<file path="config.mk">
export PLATFORM = sky130hd
export DESIGN_NAME = rcu_regs
export DESIGN_NICKNAME = d
export VERILOG_FILES = /design/src/include/rcu_pkg.sv /design/src/design/rcu_regs.sv /design/src/design/rcu_sync.sv
export SDC_FILE = /design/constraint.sdc
export NUM_CORES = 1
export LEC_CHECK = 0
export BUFFER_PORTS_ARGS = -buffer_cell sky130_fd_sc_hd__buf_2
export CORE_AREA = 3 3 214 153
export CTS_BUF_LIST = sky130_fd_sc_hd__clkbuf_16
export DETAILED_ROUTE_END_ITERATION = 6
export DIE_AREA = 0 0 217 156
export GPL_ROUTABILITY_DRIVEN = 0
export HOLD_SLACK_MARGIN = 0.05
export SETUP_SLACK_MARGIN = 0.02
export SYNTH_ARGS = -nofsm -noshare
export SYNTH_HDL_FRONTEND = slang
export SYNTH_HIERARCHICAL = 1
export SYNTH_SLANG_ARGS = --single-unit
export TNS_END_PERCENT = 100
</file>
<file path="constraint.sdc">
create_clock -name clk -period 4.6 [get_ports clk]
set_input_delay 0.92 -clock clk [delete_from_list [all_inputs] [get_ports clk]]
set_output_delay 0.92 -clock clk [all_outputs]
set_load 0.005 [all_outputs]
</file>
<file path="src/include/rcu_pkg.sv">
// Package for the remote reconfiguration register set: layouts, codes and timing
`default_nettype none
package rcu_pkg;

    // ==================================================================
    // Widths
    localparam int SHIFT_W = 39;  // Serial access shifter width
    localparam int STATUS_W = 32;  // Cause record word width
    localparam int WD_FIELD_W = 12;  // Watchdog field in the settings word
    localparam int WD_LOW_W = 17;  // Fixed low part of the timeout count
    localparam int WD_CNT_W = 29;  // Full watchdog count width
    localparam int ADDR_FIELD_W = 22;  // Boot address field
    localparam int BOOT_ADDR_W = 24;  // Full boot address
    localparam int CAUSE_W = 5;  // Reconfiguration source flags

    // ==================================================================
    // Reset and constant values
    localparam logic [WD_LOW_W-1:0] WD_LOW_CONST = 17'h00008;  // Low part appended below the field
    localparam logic [1:0] ADDR_LOW_BITS = 2'h0;  // Zero bits appended below the address field
    localparam logic [BOOT_ADDR_W-1:0] SERIAL_FACTORY_ADDR = 24'h000000;  // Serial flash factory image
    localparam logic [BOOT_ADDR_W-1:0] PARALLEL_FACTORY_ADDR = 24'h010000;  // Parallel flash default
    localparam logic [WD_FIELD_W-1:0] WD_FIELD_RESET = 12'h000;  // Watchdog field after power-up
    localparam logic [5:0] STATUS_PAD = 6'h00;  // Reserved padding in the current word
    localparam logic [STATUS_W-1:0] PREV_INVALID = 32'hFFFFFFFF;  // Marks a capture made too soon

    // ==================================================================
    // Master state codes reported in the cause record
    localparam logic [1:0] MSM_FACTORY = 2'h1;
    localparam logic [1:0] MSM_APP = 2'h2;
    localparam logic [1:0] MSM_LOADING = 2'h3;

    // ==================================================================
    // Capture source selection
    localparam logic [1:0] CAP_CURRENT = 2'h0;
    localparam logic [1:0] CAP_PREV1 = 2'h1;
    localparam logic [1:0] CAP_PREV2 = 2'h2;
    localparam logic [1:0] CAP_SETTINGS = 2'h3;

    // ==================================================================
    // Timing
    localparam longint CLK_HZ = 20000000;  // Block clock
    localparam longint OSC_HZ = 10000000;  // Internal oscillator rate
    localparam int OSC_DIV = int'(CLK_HZ / OSC_HZ);  // Clock cycles per oscillator tick
    localparam int SYNC_DEPTH = 2;  // Flops per synchroniser
    localparam int POWERUP_WAIT = SYNC_DEPTH + 1;  // Cycles before straps are trusted

    // ==================================================================
    // Settings word, most significant field first; bit 35 is the watchdog enable
    typedef struct packed {
        logic reserved_high_bit;  // Bit 38
        logic early_done_check_bit;  // Bit 37
        logic osc_startup_bit;  // Bit 36
        logic watchdog_enable_bit;  // Bit 35
        logic reserved_low_bit;  // Bit 34
        logic [ADDR_FIELD_W-1:0] boot_address_field;  // Bits 33:12
        logic [WD_FIELD_W-1:0] watchdog_timeout_field;  // Bits 11:0
    } rcu_settings_type;

    // Synchronised pin group, in synchroniser bit order
    typedef struct packed {
        logic parallel_flash_scheme;
        logic remote_update_mode;
        logic port_user_clock;
        logic port_serial_in;
        logic shift_or_transfer_select;
        logic capture_or_commit_select;
        logic reload_request_n;
        logic watchdog_kick_n;
        logic reload_pin_n;
        logic load_error_pin_n;
        logic load_complete_pin;
    } rcu_pins_type;

    localparam int PINS_W = $bits(rcu_pins_type);
    localparam logic [PINS_W-1:0] PINS_IDLE = 11'h03E;  // Active-low inputs idle high

    // Master state machine, one-hot
    typedef enum logic [3:0] {
        ST_POWERUP = 4'h1,
        ST_FACTORY = 4'h2,
        ST_LOADING = 4'h4,
        ST_APP = 4'h8
    } rcu_state_type;

endpackage : rcu_pkg
`default_nettype wire
</file>
<file path="src/design/rcu_regs.sv">
// Remote reconfiguration register set: shifter, pending and active settings, cause records
`default_nettype none

module rcu_regs
    import rcu_pkg::*;
#(
    parameter int LOAD_MIN_CYCLES = 16,  // Least load time before done is believed
    parameter int LOAD_CNT_W = 16
) (
    // Clock and reset
    input wire logic clk,
    input wire logic srst,
    // User serial port, from fabric logic
    input wire logic port_user_clock,
    input wire logic port_serial_in,
    output logic port_serial_out,
    input wire logic shift_or_transfer_select,
    input wire logic capture_or_commit_select,
    input wire logic [1:0] capture_source,
    input wire logic reload_request_n,
    input wire logic watchdog_kick_n,
    // Straps
    input wire logic parallel_flash_scheme,
    input wire logic remote_update_mode,
    // Configuration pins
    input wire logic reload_pin_n,
    input wire logic load_error_pin_n,
    input wire logic load_complete_pin,
    // Configuration engine, same clock
    input wire logic crc_error,
    input wire logic image_valid,
    input wire logic factory_address_instruction,
    input wire logic [BOOT_ADDR_W-1:0] factory_address_value,
    // Towards the loader
    output logic reconfig_start,
    output logic [BOOT_ADDR_W-1:0] boot_address,
    output logic startup_osc_select,
    output logic app_running
);

    // ==================================================================
    // Input synchronisers
    rcu_pins_type pins;
    logic [PINS_W-1:0] pins_raw;
    logic [PINS_W-1:0] pins_vec;

    assign pins_raw = {parallel_flash_scheme, remote_update_mode, port_user_clock, port_serial_in,
                       shift_or_transfer_select, capture_or_commit_select, reload_request_n,
                       watchdog_kick_n, reload_pin_n, load_error_pin_n, load_complete_pin};

    rcu_sync #(
        .WIDTH(PINS_W),
        .RESET_VAL(PINS_IDLE)
    ) u_sync (
        .clk(clk),
        .srst(srst),
        .async_in(pins_raw),
        .sync_out(pins_vec)
    );

    assign pins = rcu_pins_type'(pins_vec);

    // ==================================================================
    // Helpers

    // Keep only the highest set source flag
    function automatic logic [CAUSE_W-1:0] top_cause(input logic [CAUSE_W-1:0] raw);
        logic [CAUSE_W-1:0] res;
        res = '0;
        for (int i = 0; i < CAUSE_W; i++) begin
            if (raw[i]) begin
                res = '0;
                res[i] = 1'b1;
            end
        end
        return res;
    endfunction : top_cause

    // Full byte address of a settings word
    function automatic logic [BOOT_ADDR_W-1:0] addr_of(input rcu_settings_type s);
        return {s.boot_address_field, ADDR_LOW_BITS};
    endfunction : addr_of

    // ==================================================================
    // State
    typedef struct packed {
        rcu_state_type fsm;  // Master state
        logic [1:0] wait_cnt;  // Power-up settle counter
        logic uclk_prev;  // Last sampled user clock level
        logic [SHIFT_W-1:0] shifter;  // Serial access shifter
        rcu_settings_type pending;  // Pending boot settings
        rcu_settings_type active;  // Active boot settings
        logic [BOOT_ADDR_W-1:0] factory_addr;  // Factory image base
        logic [BOOT_ADDR_W-1:0] cur_boot;  // Address of the running image
        logic [STATUS_W-2:0] prev1;  // Latest cause record
        logic [STATUS_W-2:0] prev2;  // Older cause record
        logic ever_app;  // Application was entered at least once
        logic osc_tick_div;  // Oscillator tick divider
        logic [WD_CNT_W-1:0] wd_cnt;  // Watchdog count
        logic [LOAD_CNT_W-1:0] load_cnt;  // Cycles spent loading
        logic start;  // Reconfiguration start pulse
        logic sout;  // Serial output bit
        logic held;  // A source was asserted last cycle; a held level must not retrigger
    } rcu_state_s_type;

    rcu_state_s_type st_q;
    rcu_state_s_type st_d;

    // Combinational decode
    logic uclk_rise;
    logic in_factory;
    logic [WD_CNT_W-1:0] wd_limit;
    logic [CAUSE_W-1:0] cause_raw;
    logic [CAUSE_W-1:0] cause;
    logic [1:0] msm_code;
    logic [STATUS_W-1:0] current_word;
    logic [STATUS_W-1:0] cap_word;
    logic leave;
    logic load_early;
    logic osc_tick;

    // ==================================================================
    // Next-state logic
    always_comb begin
        st_d = st_q;
        st_d.start = 1'b0;
        st_d.uclk_prev = pins.port_user_clock;
        uclk_rise = pins.port_user_clock & ~st_q.uclk_prev;
        in_factory = (st_q.fsm == ST_FACTORY);
        // Oscillator tick: the watchdog counts at the oscillator rate, not the block rate
        osc_tick = st_q.osc_tick_div == 1'(OSC_DIV - 1);
        st_d.osc_tick_div = osc_tick ? 1'b0 : st_q.osc_tick_div + 1'b1;
        wd_limit = {st_q.active.watchdog_timeout_field, WD_LOW_CONST};
        // Master state code for the records
        case (st_q.fsm)
            ST_APP: msm_code = MSM_APP;
            ST_LOADING: msm_code = MSM_LOADING;
            default: msm_code = MSM_FACTORY;
        endcase
        current_word = {msm_code, STATUS_PAD, st_q.cur_boot};
        // Capture source choice; a record asked for before any application reads as invalid
        case (capture_source)
            CAP_PREV1: cap_word = st_q.ever_app ? {1'b0, st_q.prev1} : PREV_INVALID;
            CAP_PREV2: cap_word = st_q.ever_app ? {1'b0, st_q.prev2} : PREV_INVALID;
            default: cap_word = current_word;
        endcase

        // Sources, bit order: pin, crc, error pin, watchdog, fabric request
        cause_raw = '0;
        cause_raw[4] = ~pins.reload_pin_n;
        cause_raw[3] = (st_q.fsm == ST_APP) & crc_error;
        cause_raw[2] = ~in_factory & ~pins.load_error_pin_n;
        cause_raw[1] = (st_q.fsm == ST_APP) & st_q.active.watchdog_enable_bit & (st_q.wd_cnt >= wd_limit);
        cause_raw[0] = (st_q.fsm != ST_LOADING) & ~pins.reload_request_n;
        cause = top_cause(cause_raw);
        // Act once per source assertion, so a level held low records one cause only
        leave = (st_q.fsm != ST_POWERUP) & (|cause_raw) & ~st_q.held;
        st_d.held = |cause_raw;
        load_early = st_q.load_cnt < LOAD_CNT_W'(LOAD_MIN_CYCLES);

        // Serial port on the sampled user clock edge
        if (uclk_rise) begin
            if (pins.shift_or_transfer_select) begin
                st_d.shifter = {pins.port_serial_in, st_q.shifter[SHIFT_W-1:1]};
            end else if (pins.capture_or_commit_select) begin
                if (capture_source == CAP_SETTINGS) begin
                    // Factory sees what it will launch, application sees what it runs
                    st_d.shifter = in_factory ? st_q.pending : st_q.active;
                end else begin
                    st_d.shifter = SHIFT_W'(cap_word);
                end
            end else if (in_factory && pins.remote_update_mode) begin
                // Commits from an application are dropped silently
                st_d.pending = rcu_settings_type'(st_q.shifter);
            end
            st_d.sout = st_d.shifter[0];
        end

        // Watchdog: kicked low resets it, counts only in the application
        if (st_q.fsm != ST_APP || !pins.watchdog_kick_n) begin
            st_d.wd_cnt = '0;
        end else if (osc_tick && st_q.wd_cnt < wd_limit) begin
            st_d.wd_cnt = st_q.wd_cnt + 1'b1;
        end

        // Factory base may be moved by the address instruction
        if (factory_address_instruction) begin
            st_d.factory_addr = factory_address_value;
        end

        // Master state machine
        case (st_q.fsm)
            ST_POWERUP: begin
                // Wait until the straps have passed the synchroniser
                if (st_q.wait_cnt == 2'(POWERUP_WAIT - 1)) begin
                    if (pins.parallel_flash_scheme) begin
                        st_d.active.boot_address_field = st_q.factory_addr[BOOT_ADDR_W-1:2];
                        st_d.cur_boot = st_q.factory_addr;
                    end else begin
                        st_d.active.boot_address_field = SERIAL_FACTORY_ADDR[BOOT_ADDR_W-1:2];
                        st_d.cur_boot = SERIAL_FACTORY_ADDR;
                    end
                    st_d.fsm = ST_FACTORY;
                end else begin
                    st_d.wait_cnt = st_q.wait_cnt + 1'b1;
                end
            end
            ST_FACTORY: begin
                if (leave) begin
                    // Launch request from the factory: a fabric request loads the pending image, the pin restarts the factory
                    st_d.active = st_q.pending;
                    st_d.load_cnt = '0;
                    st_d.start = 1'b1;
                    st_d.prev2 = st_q.prev1;
                    st_d.prev1 = {cause, msm_code, st_q.cur_boot};
                    if (cause[0] && pins.reload_pin_n) begin
                        st_d.fsm = ST_LOADING;
                        st_d.cur_boot = addr_of(st_q.pending);
                    end
                end
            end
            ST_LOADING: begin
                st_d.load_cnt = load_early ? st_q.load_cnt + 1'b1 : st_q.load_cnt;
                // With the early done check bit set, an invalid image or done too early sends the device back to factory
                if (leave || (st_q.active.early_done_check_bit &&
                    (!image_valid || (pins.load_complete_pin && load_early)))) begin
                    st_d.fsm = ST_FACTORY;
                    st_d.start = 1'b1;
                    st_d.prev2 = st_q.prev1;
                    st_d.prev1 = {cause, msm_code, st_q.cur_boot};
                    st_d.cur_boot = pins.parallel_flash_scheme ? st_q.factory_addr : SERIAL_FACTORY_ADDR;
                end else if (pins.load_complete_pin) begin
                    st_d.fsm = ST_APP;
                    st_d.ever_app = 1'b1;
                end
            end
            ST_APP: begin
                if (leave) begin
                    // Any source in the application returns to the factory image
                    st_d.active = st_q.pending;
                    st_d.fsm = ST_FACTORY;
                    st_d.start = 1'b1;
                    st_d.prev2 = st_q.prev1;
                    st_d.prev1 = {cause, msm_code, st_q.cur_boot};
                    st_d.cur_boot = pins.parallel_flash_scheme ? st_q.factory_addr : SERIAL_FACTORY_ADDR;
                end
            end
            default: begin
                st_d.fsm = ST_POWERUP;
            end
        endcase
    end

    // ==================================================================
    // Registers
    always_ff @(posedge clk) begin
        if (srst) begin
            st_q.fsm <= ST_POWERUP;
            st_q.wait_cnt <= '0;
            st_q.uclk_prev <= 1'b0;
            st_q.shifter <= '0;
            st_q.pending <= '0;
            st_q.active <= '0;
            st_q.active.watchdog_timeout_field <= WD_FIELD_RESET;
            st_q.factory_addr <= PARALLEL_FACTORY_ADDR;
            st_q.cur_boot <= SERIAL_FACTORY_ADDR;
            st_q.prev1 <= '0;
            st_q.prev2 <= '0;
            st_q.ever_app <= 1'b0;
            st_q.osc_tick_div <= 1'b0;
            st_q.wd_cnt <= '0;
            st_q.load_cnt <= '0;
            st_q.start <= 1'b0;
            st_q.sout <= 1'b0;
            st_q.held <= 1'b0;
        end else begin
            st_q <= st_d;
        end
    end

    // ==================================================================
    // Outputs
    assign port_serial_out = st_q.sout;
    assign reconfig_start = st_q.start;
    assign boot_address = st_q.cur_boot;
    // Startup clock choice follows the launched image's option bit
    assign startup_osc_select = st_q.active.osc_startup_bit;
    assign app_running = (st_q.fsm == ST_APP);

endmodule : rcu_regs
`default_nettype wire

</file>
<file path="src/design/rcu_sync.sv">
// Two-flop synchroniser for a group of asynchronous inputs
`default_nettype none
module rcu_sync
    import rcu_pkg::*;
#(
    parameter int WIDTH = 1,
    parameter logic [WIDTH-1:0] RESET_VAL = '0
) (
    // Clock and reset
    input wire logic clk,
    input wire logic srst,
    // Data
    input wire logic [WIDTH-1:0] async_in,
    output logic [WIDTH-1:0] sync_out
);

    // ==================================================================
    // Stages
    typedef struct packed {
        logic [WIDTH-1:0] meta;  // First stage, read only by the second
        logic [WIDTH-1:0] safe;  // Second stage, the only one logic sees
    } rcu_sync_state_type;

    rcu_sync_state_type st_q;
    rcu_sync_state_type st_d;

    // Next state
    always_comb begin
        st_d.meta = async_in;
        st_d.safe = st_q.meta;
    end

    // Registers
    always_ff @(posedge clk) begin
        if (srst) begin
            st_q <= {RESET_VAL, RESET_VAL};
        end else begin
            st_q <= st_d;
        end
    end

    assign sync_out = st_q.safe;

endmodule : rcu_sync
`default_nettype wire

</file>
== After elaboration in Yosys (flattened, before gate mapping) ==
Cells that the tools add are included.

* $add $sub $neg: 4
* Magnitude comparators: 3
* Eq/ne operators: 19
* Multiplexer cells: 38
* Bitwise logic cells: 18
* Reductions and logical operators: 29

{| class="wikitable"
|+ Operator list
! kind !! number
|-
| $mux 86 || 3
|-
| $pmux 62 s3 || 1
|-
| $mux 39 || 4
|-
| $pmux 24 s4 || 1
|-
| $mux 24 || 3
|-
| $mux 32 || 2
|-
| $pmux 32 s2 || 1
|-
| $mux 22 || 2
|-
| $pmux 22 s2 || 1
|-
| $mux 34 || 1
|-
| $pmux 16 s2 || 1
|-
| $add 29x1->29 const B || 1
|-
| $ge 29x29->1 || 1
|-
| $lt 29x29->1 || 1
|-
| $mux 4 || 6
|-
| $mux 5 || 4
|-
| $mux 17 || 1
|-
| $add 16x1->16 const B || 1
|-
| $lt 16x5->1 const B || 1
|-
| $mux 16 || 1
|-
| $pmux 4 s4 || 1
|-
| $not 1->1 || 10
|-
| $reduce_and 3->1 || 3
|-
| $and 1x1->1 || 8
|-
| other kinds (29) || 52
|}

* Register bits: 305
* Input bits: 42
* Output and inout port bits: 28
* Word-level logic and storage cells: 142

== Longest topological paths before layout ==
Gate-level depths: netlist (run 1).

* Word-level depth: 11
* Mapped depth: 11
* Depth with buffers taken out: 8

== By module ==
The synthesis (run 1) kept the hierarchy.

{| class="wikitable"
|+ Modules (own cells, without submodules)
! module !! instances !! cells each !! area each (µm²) !! sequential area each (µm²)
|-
| rcu_regs || 1 || 1709 || 13588.0 || 5665.4
|-
| rcu_sync || 1 || 46 || 590.6 || 440.4
|}

== Least setup slack after synthesis (run 1) ==
No wires, ideal clock.

* Path type: reg2reg
* Start: register st_q[167] in the netlist's numbering
* End: register st_q[41] in the netlist's numbering
* Setup time: 0.072 ns
* Arrival time: 2.527 ns
* Required time: 4.528 ns
* Setup slack: 2.001 ns
* Cell stages (with the launch flop): 11
* Path buffers: 2
* Clock period less this slack: 2.599 ns
* Cells stage by stage: dfxtp_1 inv_1 ha_1 a21oi_1 o21ai_0 a221oi_1 clkbuf_1 nand4_1 clkbuf_1 nor3_1 mux2i_1

* Word-level cells in the longest chain between the ends: 2

{| class="wikitable"
|+ Ends and longest elaborated chain
! element !! line !! RTL
|-
| start, declared || rcu_regs.sv:106 || <nowiki>rcu_state_s_type st_q;</nowiki>
|-
| start signal, assigned || rcu_regs.sv:277 || <nowiki>st_q <= st_d;</nowiki>
|-
| $lt 29x29->1 || rcu_regs.sv:182 || <nowiki>end else if (osc_tick && st_q.wd_cnt < wd_limit) begin</nowiki>
|-
| $logic_and 1x1->1 || rcu_regs.sv:182 ||
|}

No other way between the ends.
A chain may end at the register's enable or synchronous reset.

== Worst setup path after layout (run 1) ==
* Start: register st_q[283] in the netlist's numbering
* End: register st_q[187] in the netlist's numbering

* Word-level cells in the longest chain between the ends: 8
* Elaborated cells between the ends (all ways): 20
* Classes of those cells: eq/ne (7); mux (1); bitwise (8); reduce/logical (4)

{| class="wikitable"
|+ Ends and longest elaborated chain
! element !! line !! RTL
|-
| $eq 4x4->1 or $eq 4x2->1 (tied branches) || -- ||
|-
| $and 1x1->1 or $not 1->1 (tied branches) || rcu_regs.sv:153, rcu_regs.sv:152 ||
|-
| $and 1x1->1 (on tied branches) || rcu_regs.sv:153, rcu_regs.sv:152 ||
|-
| $reduce_or 5->1 || rcu_regs.sv:157 || <nowiki>leave = (st_q.fsm != ST_POWERUP) & (|cause_raw) & ~st_q.held;</nowiki>
|-
| $and 1x1->1 (2 in a row) || rcu_regs.sv:157 ||
|-
| $ne 2x1->1 (no source line) || -- ||
|-
| $reduce_and 3->1 (no source line) || -- ||
|}

Parallel ways exist; a longest one is shown, timed or not.

==> results by stage, run 1 <==
Finish:
- Summing all multi-input logic gate instances after layout gives 7210 sq um.
- At the end of the flow, the number of nets in the layout was 1767.
- Fill cells in the final layout number 3033.
- Of the cells placed in the final design, the portion with a size suffix greater than 1 is 9.97%.
- The number of cells in the finished layout apart from fillers is 2146.
- The area taken by flip-flops and latches is 6110 sq um.
- The area growth from synthesis to final layout is 9.10%.

Logic synthesis:
- The flip-flop cell with the highest count after synthesis is sky130_fd_sc_hd__dfxtp_1.
- The synthesized instance count is 1755.
- Synthesis produced a netlist with a net count of 1816.
- Each instance of the synthesized netlist takes up on average 8.08 sq um.
- The number of enable-type register cells in the synthesized netlist is 0.
- The sequential element share of the synthesized area is 43.1%.
- Summed over its instances, the top area cell type makes up 43.1% of the synthesized netlist area.
- The number of different library cells used by synthesis comes to 70.
- The synthesized design spends more area on one cell type than any other, namely sky130_fd_sc_hd__dfxtp_1.
- Summing every instance area after synthesis gives 14200 sq um.
- Ranked by total cell area, the synthesized netlist is headed by sky130_fd_sc_hd__dfxtp_1, sky130_fd_sc_hd__a21oi_1, sky130_fd_sc_hd__nand2_1.
- The count of synthesis-stage warnings from yosys is 6.
- The number of synthesized register bits is 305.
- The fraction of synthesis flops using an asynchronous set or reset pin is 0%.

Clock tree:
- The number of setup buffers added after CTS is 0.
- TritonCTS built the clock tree.
- The clock transition at the registers of the reported paths is 70 ps.
- The clock insertion delay at the later pin of the skew report is 580 ps.
- The count of H-tree levels built during CTS is 1.
- TritonCTS created 30 clock buffers.
- The cell sitting at the root of the clock tree is a sky130_fd_sc_hd__clkbuf_16.
- In this run, post-CTS hold repair placed 0 buffers.
- The number of gates resized after CTS was 0.
- The clock sink total is 305.
- In this run the deepest clock path goes through 3 buffers.

Routing:
- Dividing the detail-routed via count by the number of cells gives 6.18.
- The count of nets left with antenna violations once routing finished came out at 0.
- For this run, the detailed router's first-pass iteration total came to 5.
- Summed over all layers, the routed wires come to 45.6 mm.
- For this block, the via count after detailed routing is 13272.
- In the final routed layout, each cell accounts on average for 21.2 microns.
- In the routed design, unresolved DRC markers number 0.
- The first routing iteration left 1806 violations.

Placement:
- Once detailed placement completed, the half-perimeter wirelength came to 29.0 mm.
- Port buffering added 69 buffers.
- The number of cells in the design after placement is 2094.

Power:
- Combinational logic burns 19.9% of the power.
- Summed over all nets, the switching power comes to 2.12 mW.
- In this run switching power makes up 31.9% of total power.
- The proportion of power drawn by flip-flops and latches is 45.5%.
- IR analysis of the VDD net gives a maximum drop of 276 uV.
- The internal portion of the total power is 4.53 mW.
- Dividing total power by cell area gives a power density of 430 nW/um^2.
- The clock network burns 34.6% of the power.
- The leakage dissipation is 5.20 nW.

Setup path:
- The worst-case reg-to-reg path depth is 7.
- The reg-to-reg startpoint is st_q[283].
- The arrival time at the worst endpoint is 4020 ps.
- The maximum cell stage delay along the critical path is 630 ps.
- Traced cell by cell, the critical path runs through or4b_1, o221a_2, a21o_2, nor2_2, buf_4, nand3_1, a221oi_1.
- The critical path class is flip-flop to flip-flop.
- The critical path launch point type is a flip-flop.
- For flop-to-flop paths, the worst setup slack is 1050 ps.
- The worst setup path is captured at a flip-flop.
- The endpoint of the lowest-slack register-to-register path is st_q[187].
- The required time reported for the critical path endpoint is 5070 ps.
- The critical path's slowest cell is sky130_fd_sc_hd__or4b_1.
- Of all nets on the critical path, the largest fanout is 27.

Floorplan:
- In this run the vertical extent of the chip is 156 microns.
- The floorplan has 54 rows.
- For this configuration, the core starts out at a cell density of 45.8%.
- The die area is 33900 sq um.
- The placeable core region is 30900 sq um.
- The number of placed I/O pins is 70.
- The die is 217 microns wide.

Timing:
- The worst clock skew is 23.9 ps.
- The total count of hold-check failures in the final report was 0.
- Setup violations remaining at the end of the flow were counted as 0.
- The number of max-slew violations in the final report was 0.
- In the final timing run, aggregate negative setup slack is 0 ps.
- The worst pin sits at a relative slew slack of 34.9%.
- The final worst-path cycle share is 77.2%.
- The final critical-path required period is 3550 ps.
- Setup repair after global routing left no endpoint under its margin.
- At the pin with the least slew margin, the transition time is 973 ps.
- Based on the critical path, the design can be clocked at up to 282 MHz.

Global route:
- Global routing finished with a remaining overflow of 0.
- The all-layer global routing usage is 26.2%.
- The via count of the first global-routing pass is 11960.
- Entering global routing, the biggest net connects 185 pins.
- The first global-routing pass estimated 71.0 mm of wire.
- The number of antenna violations at the first check in global routing came to 2.

Job:
- The count of maximum capacitance violations is 0.

Hold path:
- The path category of the worst min-delay check is flip-flop to flip-flop.
- The cell depth of the worst min-delay path is 1.
- The end point of the worst hold path is u_sync/sync_out[1].
- In this run the most critical hold path is launched from u_sync/st_d[1].

Outcome:
- The flow ran to the end, and the final reports show no timing, DRC or antenna violations.
cell type report:
type / instances / share of cell area, %
Multi-Input combinational cell: 1237 / 46.6
Antenna cell: 1 / 0.0162
Clock buffer: 30 / 4.85
Inverter: 26 / 0.639
Clock inverter: 21 / 0.833
Tap cell: 420 / 3.40
Sequential cell: 305 / 39.5
Timing Repair Buffer: 106 / 4.17
Yosys cell counts (13+ instances only):
| master | count |
|---|---|
| sky130_fd_sc_hd__a2111oi_0 | 37 |
| sky130_fd_sc_hd__a211oi_1 | 31 |
| sky130_fd_sc_hd__a21oi_1 | 188 |
| sky130_fd_sc_hd__a221oi_1 | 32 |
| sky130_fd_sc_hd__a22oi_1 | 25 |
| sky130_fd_sc_hd__a311oi_1 | 37 |
| sky130_fd_sc_hd__a31oi_1 | 23 |
| sky130_fd_sc_hd__and2_1 | 13 |
| sky130_fd_sc_hd__buf_1 | 14 |
| sky130_fd_sc_hd__buf_4 | 25 |
| sky130_fd_sc_hd__clkbuf_1 | 136 |
| sky130_fd_sc_hd__dfxtp_1 | 305 |
| sky130_fd_sc_hd__ha_1 | 19 |
| sky130_fd_sc_hd__inv_1 | 25 |
| sky130_fd_sc_hd__mux2i_1 | 27 |
| sky130_fd_sc_hd__nand2_1 | 222 |
| sky130_fd_sc_hd__nand2b_1 | 22 |
| sky130_fd_sc_hd__nand3_1 | 113 |
| sky130_fd_sc_hd__nand3b_1 | 18 |
| sky130_fd_sc_hd__nand4_1 | 18 |
| sky130_fd_sc_hd__nor2_1 | 116 |
| sky130_fd_sc_hd__nor2b_1 | 25 |
| sky130_fd_sc_hd__nor3_1 | 51 |
| sky130_fd_sc_hd__o211ai_1 | 15 |
| sky130_fd_sc_hd__o21ai_0 | 78 |
| sky130_fd_sc_hd__or4_1 | 17 |
worst max-delay path: cells and delay by family (launching register included):
| family | cells | cell delay [ps] |
|---|---|---|
| and+or+nand+nor | 3 | 1320 |
| AOI/OAI and AO/OA | 3 | 1050 |
| DFF | 1 | 590 |
| buffers and inverters | 1 | 460 |
worst max path at each step:
stage,start,to,slack (ps),cells past startpoint
floorplan,st_q[167],st_q[41],2000,10
global placement,st_q[283],st_q[178],1240,7
detailed placement,st_q[283],st_q[175],1090,7
CTS,st_q[283],st_q[175],1090,7
global route,st_q[283],st_q[181],840,7
finish,st_q[283],st_q[187],1050,7
metrics by stage:
stage	instance area [sq um]	power, mW	utilization (%)	hold WS [ps]	setup WS [ps]
global route	15500	6.94	50.0	429	843
detailed placement	14600	4.37	47.1	392	1090
finish	15500	6.65	50.0	404	1050
CTS	15500	6.65	50.0	408	1090
floorplan	14200	3.94	-	383	2000
global placement	14600	4.35	47.1	391	1240
power groups by stage:
stage / Clock, mW / Combinational, mW / Sequential, mW
CTS: 2.34 / 1.30 / 3.01
detailed placement: 0 / 1.30 / 3.07
global route: 2.45 / 1.45 / 3.03
floorplan: 0 / 0.996 / 2.94
global placement: 0 / 1.28 / 3.07
finish: 2.30 / 1.33 / 3.03
routing by layer:
layer  wire (microns)  vias up  global-route usage [%]
met1            22200     6370                    41.5
met5                8        -                       0
met2            18000      580                    35.6
met3             4510       75                    5.88
li1                 -     6245                       -
met4              915        2                    5.65
state kept, by name, indices dropped and copies added, names as in the netlist:
signal              cells
boot_address           24
st_q                  256
u_sync/sync_out        11
osc_tick                1
u_sync/st_d            11
reconfig_start          1
startup_osc_select      1
layout by cell type, fill, tap and decap left out, drive strengths merged, types with 31 or more instances in the layout:
cell	synthesis	final
clkbuf	138	31
a2111oi	37	37
nand2	222	222
dfxtp	305	305
buf	49	105
a211oi	31	31
a221oi	32	32
o21ai	89	89
nor2	117	117
a21oi	188	188
nor3	52	52
a311oi	37	37
nand3	113	113
kinds of logic after synthesis:
logic type                 share of synthesized area [%]
adders and majority gates                           1.68
and+or+nand+nor                                     23.2
muxes                                               1.99
buffers and inverters                               6.46
AOI/OAI and AO/OA                                   22.8
DFF                                                 43.1
xor gates and xnor gates                           0.803
No activity file was read; power rests on OpenSTA's default activity.
==> run 2: changes to the inputs <==
- clock period: 4.6 -> 3.5 ns (I/O delays scaled with it)
==> run 2 against run 1 <==
  * Die area unchanged
  * Sequential share of layout area decreased by 0.68 points
  * Core utilization increased by 0.88 points
  * Clock skew decreased by 9.6 ps
  * Global-route usage increased by 0.054 points
  * Critical path type unchanged
  * Critical endpoint is now st_q[191]
  * Largest power group unchanged
==> results by stage, run 2 (synthesized netlist as in run 1, its figures left out) <==
Outcome:
- The run finished with clean final reports.

Routing:
- The DRC marker count from the first detailed-route iteration came to 1608 (-11%).
- The per-cell routed wire length is 21.3 microns (+0.32%).
- The total routed wirelength came to 46.0 mm (+0.93%).
- The final antenna-violating net count is 0 (unchanged).
- The number of vias in the routed layout came to 13243 (-0.22%).
- The post-detailed-route via-to-cell ratio is 6.13 (-0.82%).
- The first-pass iteration count of the detailed router was 5 (unchanged).
- The DRC violation count after routing is 0 (unchanged).

Setup path:
- The reg-to-reg setup timing slack is 320 ps (-730 ps).
- The critical path launch point type is a flip-flop.
- Walking the worst path, the cells encountered are or4b_1, o221a_2, a21o_2, nor2_2, buf_4, nand3_1, a221oi_1.
- STA classifies the critical path endpoint as a flip-flop.
- Among all stages on the critical path, the largest delay is contributed by sky130_fd_sc_hd__or4b_1.
- The arrival time at the worst endpoint is 3640 ps (-380 ps).
- The maximum cell stage delay along the critical path is 630 ps (about the same).
- The required time reported for the critical path endpoint is 3960 ps (-1110 ps).
- In this run the critical register-to-register path is captured at st_q[191].
- The reg-to-reg startpoint is st_q[283].
- The maximum fanout count along the critical path was 28 (+3.7%).
- The worst-case reg-to-reg path depth came to 7 (unchanged).
- The critical path class is flip-flop to flip-flop.

Finish:
- The area growth from synthesis to final layout is 11.0%.
- Leaving out fill and tap cells, the most frequent cell in the layout is sky130_fd_sc_hd__dfxtp_1.
- The final instance area was 15700 sq um (+1.8%).
- The number of flip-flops in the largest register was 256 (unchanged).
- In the layout the commonest cells are sky130_fd_sc_hd__dfxtp_1, sky130_fd_sc_hd__nand2_1, sky130_fd_sc_hd__a21oi_1, sky130_fd_sc_hd__nor2_1, sky130_fd_sc_hd__nand3_1.
- The final-stage net count is 1775 (+0.45%).
- More flip-flops sit in one register than any other, and that register is st_q.
- The ratio of cells with drive above 1 in the final layout came to 11.3% (+1.4 points).
- The count of antenna diodes in the layout is 0 (-1).

Timing:
- The worst max-slew margin expressed relative to the limit is 22.5% (-12 points).
- The pin slew with the least headroom to its limit is 1160 ps (+190 ps).
- The total count of hold-check failures in the final report is 0 (unchanged).
- The highest clock rate is 315 MHz (+12%).
- The slack of the critical path is 323 ps (-728 ps).
- The number of max-slew violations in the final report was 0 (unchanged).
- The final critical-path required period was 3180 ps (-372 ps).
- The worst clock skew is 14.3 ps (-9.64 ps).
- The final worst-path cycle share is 90.8% (+14 points).
- The count of endpoints failing setup in the final report is 0 (unchanged).
- The setup TNS after final layout is 0 ps (unchanged).
- Setup repair after global routing left no endpoint under its margin.

Floorplan:
- The placeable core region is 30900 sq um (unchanged).
- The die area came to 33900 sq um (unchanged).
- The number of placed I/O pins is 70 (unchanged).
- The floorplan die width is 217 microns (unchanged).
- The vertical extent of the die is 156 microns (unchanged).
- The effective utilization at floorplan is 45.8% (unchanged).
- The cell row count is 54 (unchanged).

Clock tree:
- The clock transition at the registers of the reported paths is 70 ps (about the same).
- TritonCTS built the clock tree.
- The count of H-tree levels built during CTS is 1 (unchanged).
- The clock sink total is 305 (unchanged).
- The total clock buffers created by CTS is 31 (+3.3%).
- The number of setup buffers added after CTS was 0 (unchanged).
- The clock root buffer master is sky130_fd_sc_hd__clkbuf_16.
- The clock insertion delay at the later pin of the skew report is 580 ps (about the same).
- The maximum root-to-sink buffer count was 3 (unchanged).

Global route:
- The number of antenna violations at the first check in global routing was 2 (unchanged).
- The pin count of the biggest net entering global routing was 176 (-4.9%).
- The all-layer global routing usage is 26.2% (+0.054 points).
- The global routing stage identified its most utilized layer as met1.
- The met3 track demand over resource is 7.20% (+1.3 points).
- The remaining global-route overflow is 0 (unchanged).
- The via count of the first global-routing pass is 11886 (-0.62%).
- The first-pass GRT wire length is 70.8 mm (-0.33%).
- The global-route met1 utilization is 40.6% (-0.89 points).
- The met2 routing resource usage after global routing came to 36.2% (+0.63 points).

Job:
- The count of maximum capacitance violations is 0 (unchanged).

Hold path:
- The path category of the worst min-delay check is input pin to flip-flop.
- The cell depth of the worst min-delay path is 2 (+1).
- The end point of the worst hold path is u_sync/st_d[1].
- The worst hold path begins at load_error_pin_n.

Placement:
- The placement-stage cell area is 14700 sq um (+0.62%).
- The HPWL after detailed placement is 29.0 mm (-0.11%).
- The worst-case setup slack after placement is 318 ps (-772 ps).
- The quantity of I/O buffers inserted on ports is 69 (unchanged).

Power:
- The worst supply voltage drop on vdd is 387 uV (+40%).
- The leakage dissipation was 5.33 nW (+2.4%).
- The total power divided by cell area is 589 nW/um^2 (+37%).
## run 2: report_power, final
group	switching, mW	internal, mW	leakage (nW)
sequential	0.259	3.69	2.48
combinational	1.16	0.655	2.31
clock	1.51	2.00	0.536
total	2.92	6.34	5.33
## run 2: how the worst max path moves through the flow
stage	start	endpoint	cells past startpoint
finish	st_q[283]	st_q[191]	7
global route	st_q[165]	st_q[111]	8
CTS	st_q[280]	st_q[179]	6
detailed placement	st_q[280]	st_q[175]	6
global placement	crc_error	st_q[176]	7
floorplan	st_q[167]	st_q[41]	10
## run 2: layout make-up
type / count / area (sq um)
clock buffer: 31 / 776
clock inverter: 27 / 288
fill: 3040 / 15200
inverter: 26 / 98.8
multi-input combinational: 1237 / 7210
sequential: 305 / 6110
tap: 420 / 526
timing repair buffer: 113 / 734
## run 2: routing by layer
layer / vias to the layer above / wire length (microns)
li1: 6252 / -
met1: 6372 / 22000
met2: 563 / 18500
met3: 54 / 4800
met4: 2 / 652
met5: - / 8
## run 2: timing repair
item                                    in CTS  in global routing
gates resized for setup                      0                  1
endpoints found under the setup margin       0                 19
hold buffers                                 0                  0
## run 2: stage by stage
stage          hold slack (ps)  std cells  power [mW]  utilization (%)
2_1_floorplan              383       1755        5.18                -
3_3_place_gp               397       2101        5.72             47.4
3_5_place_dp               395       2101        5.76             47.4
4_1_cts                    282       2159        9.26             50.9
5_1_grt                    308       2159        9.61             50.9
6_report                   303       2159        9.27             50.9
## run 2: critical path: cells and delay by family (launching register included)
| kind | cells | cell delay, ps |
|---|---|---|
| DFF | 1 | 600 |
| and+or+nand+nor | 3 | 970 |
| AOI/OAI and AO/OA | 3 | 1080 |
| buffers and inverters | 1 | 390 |
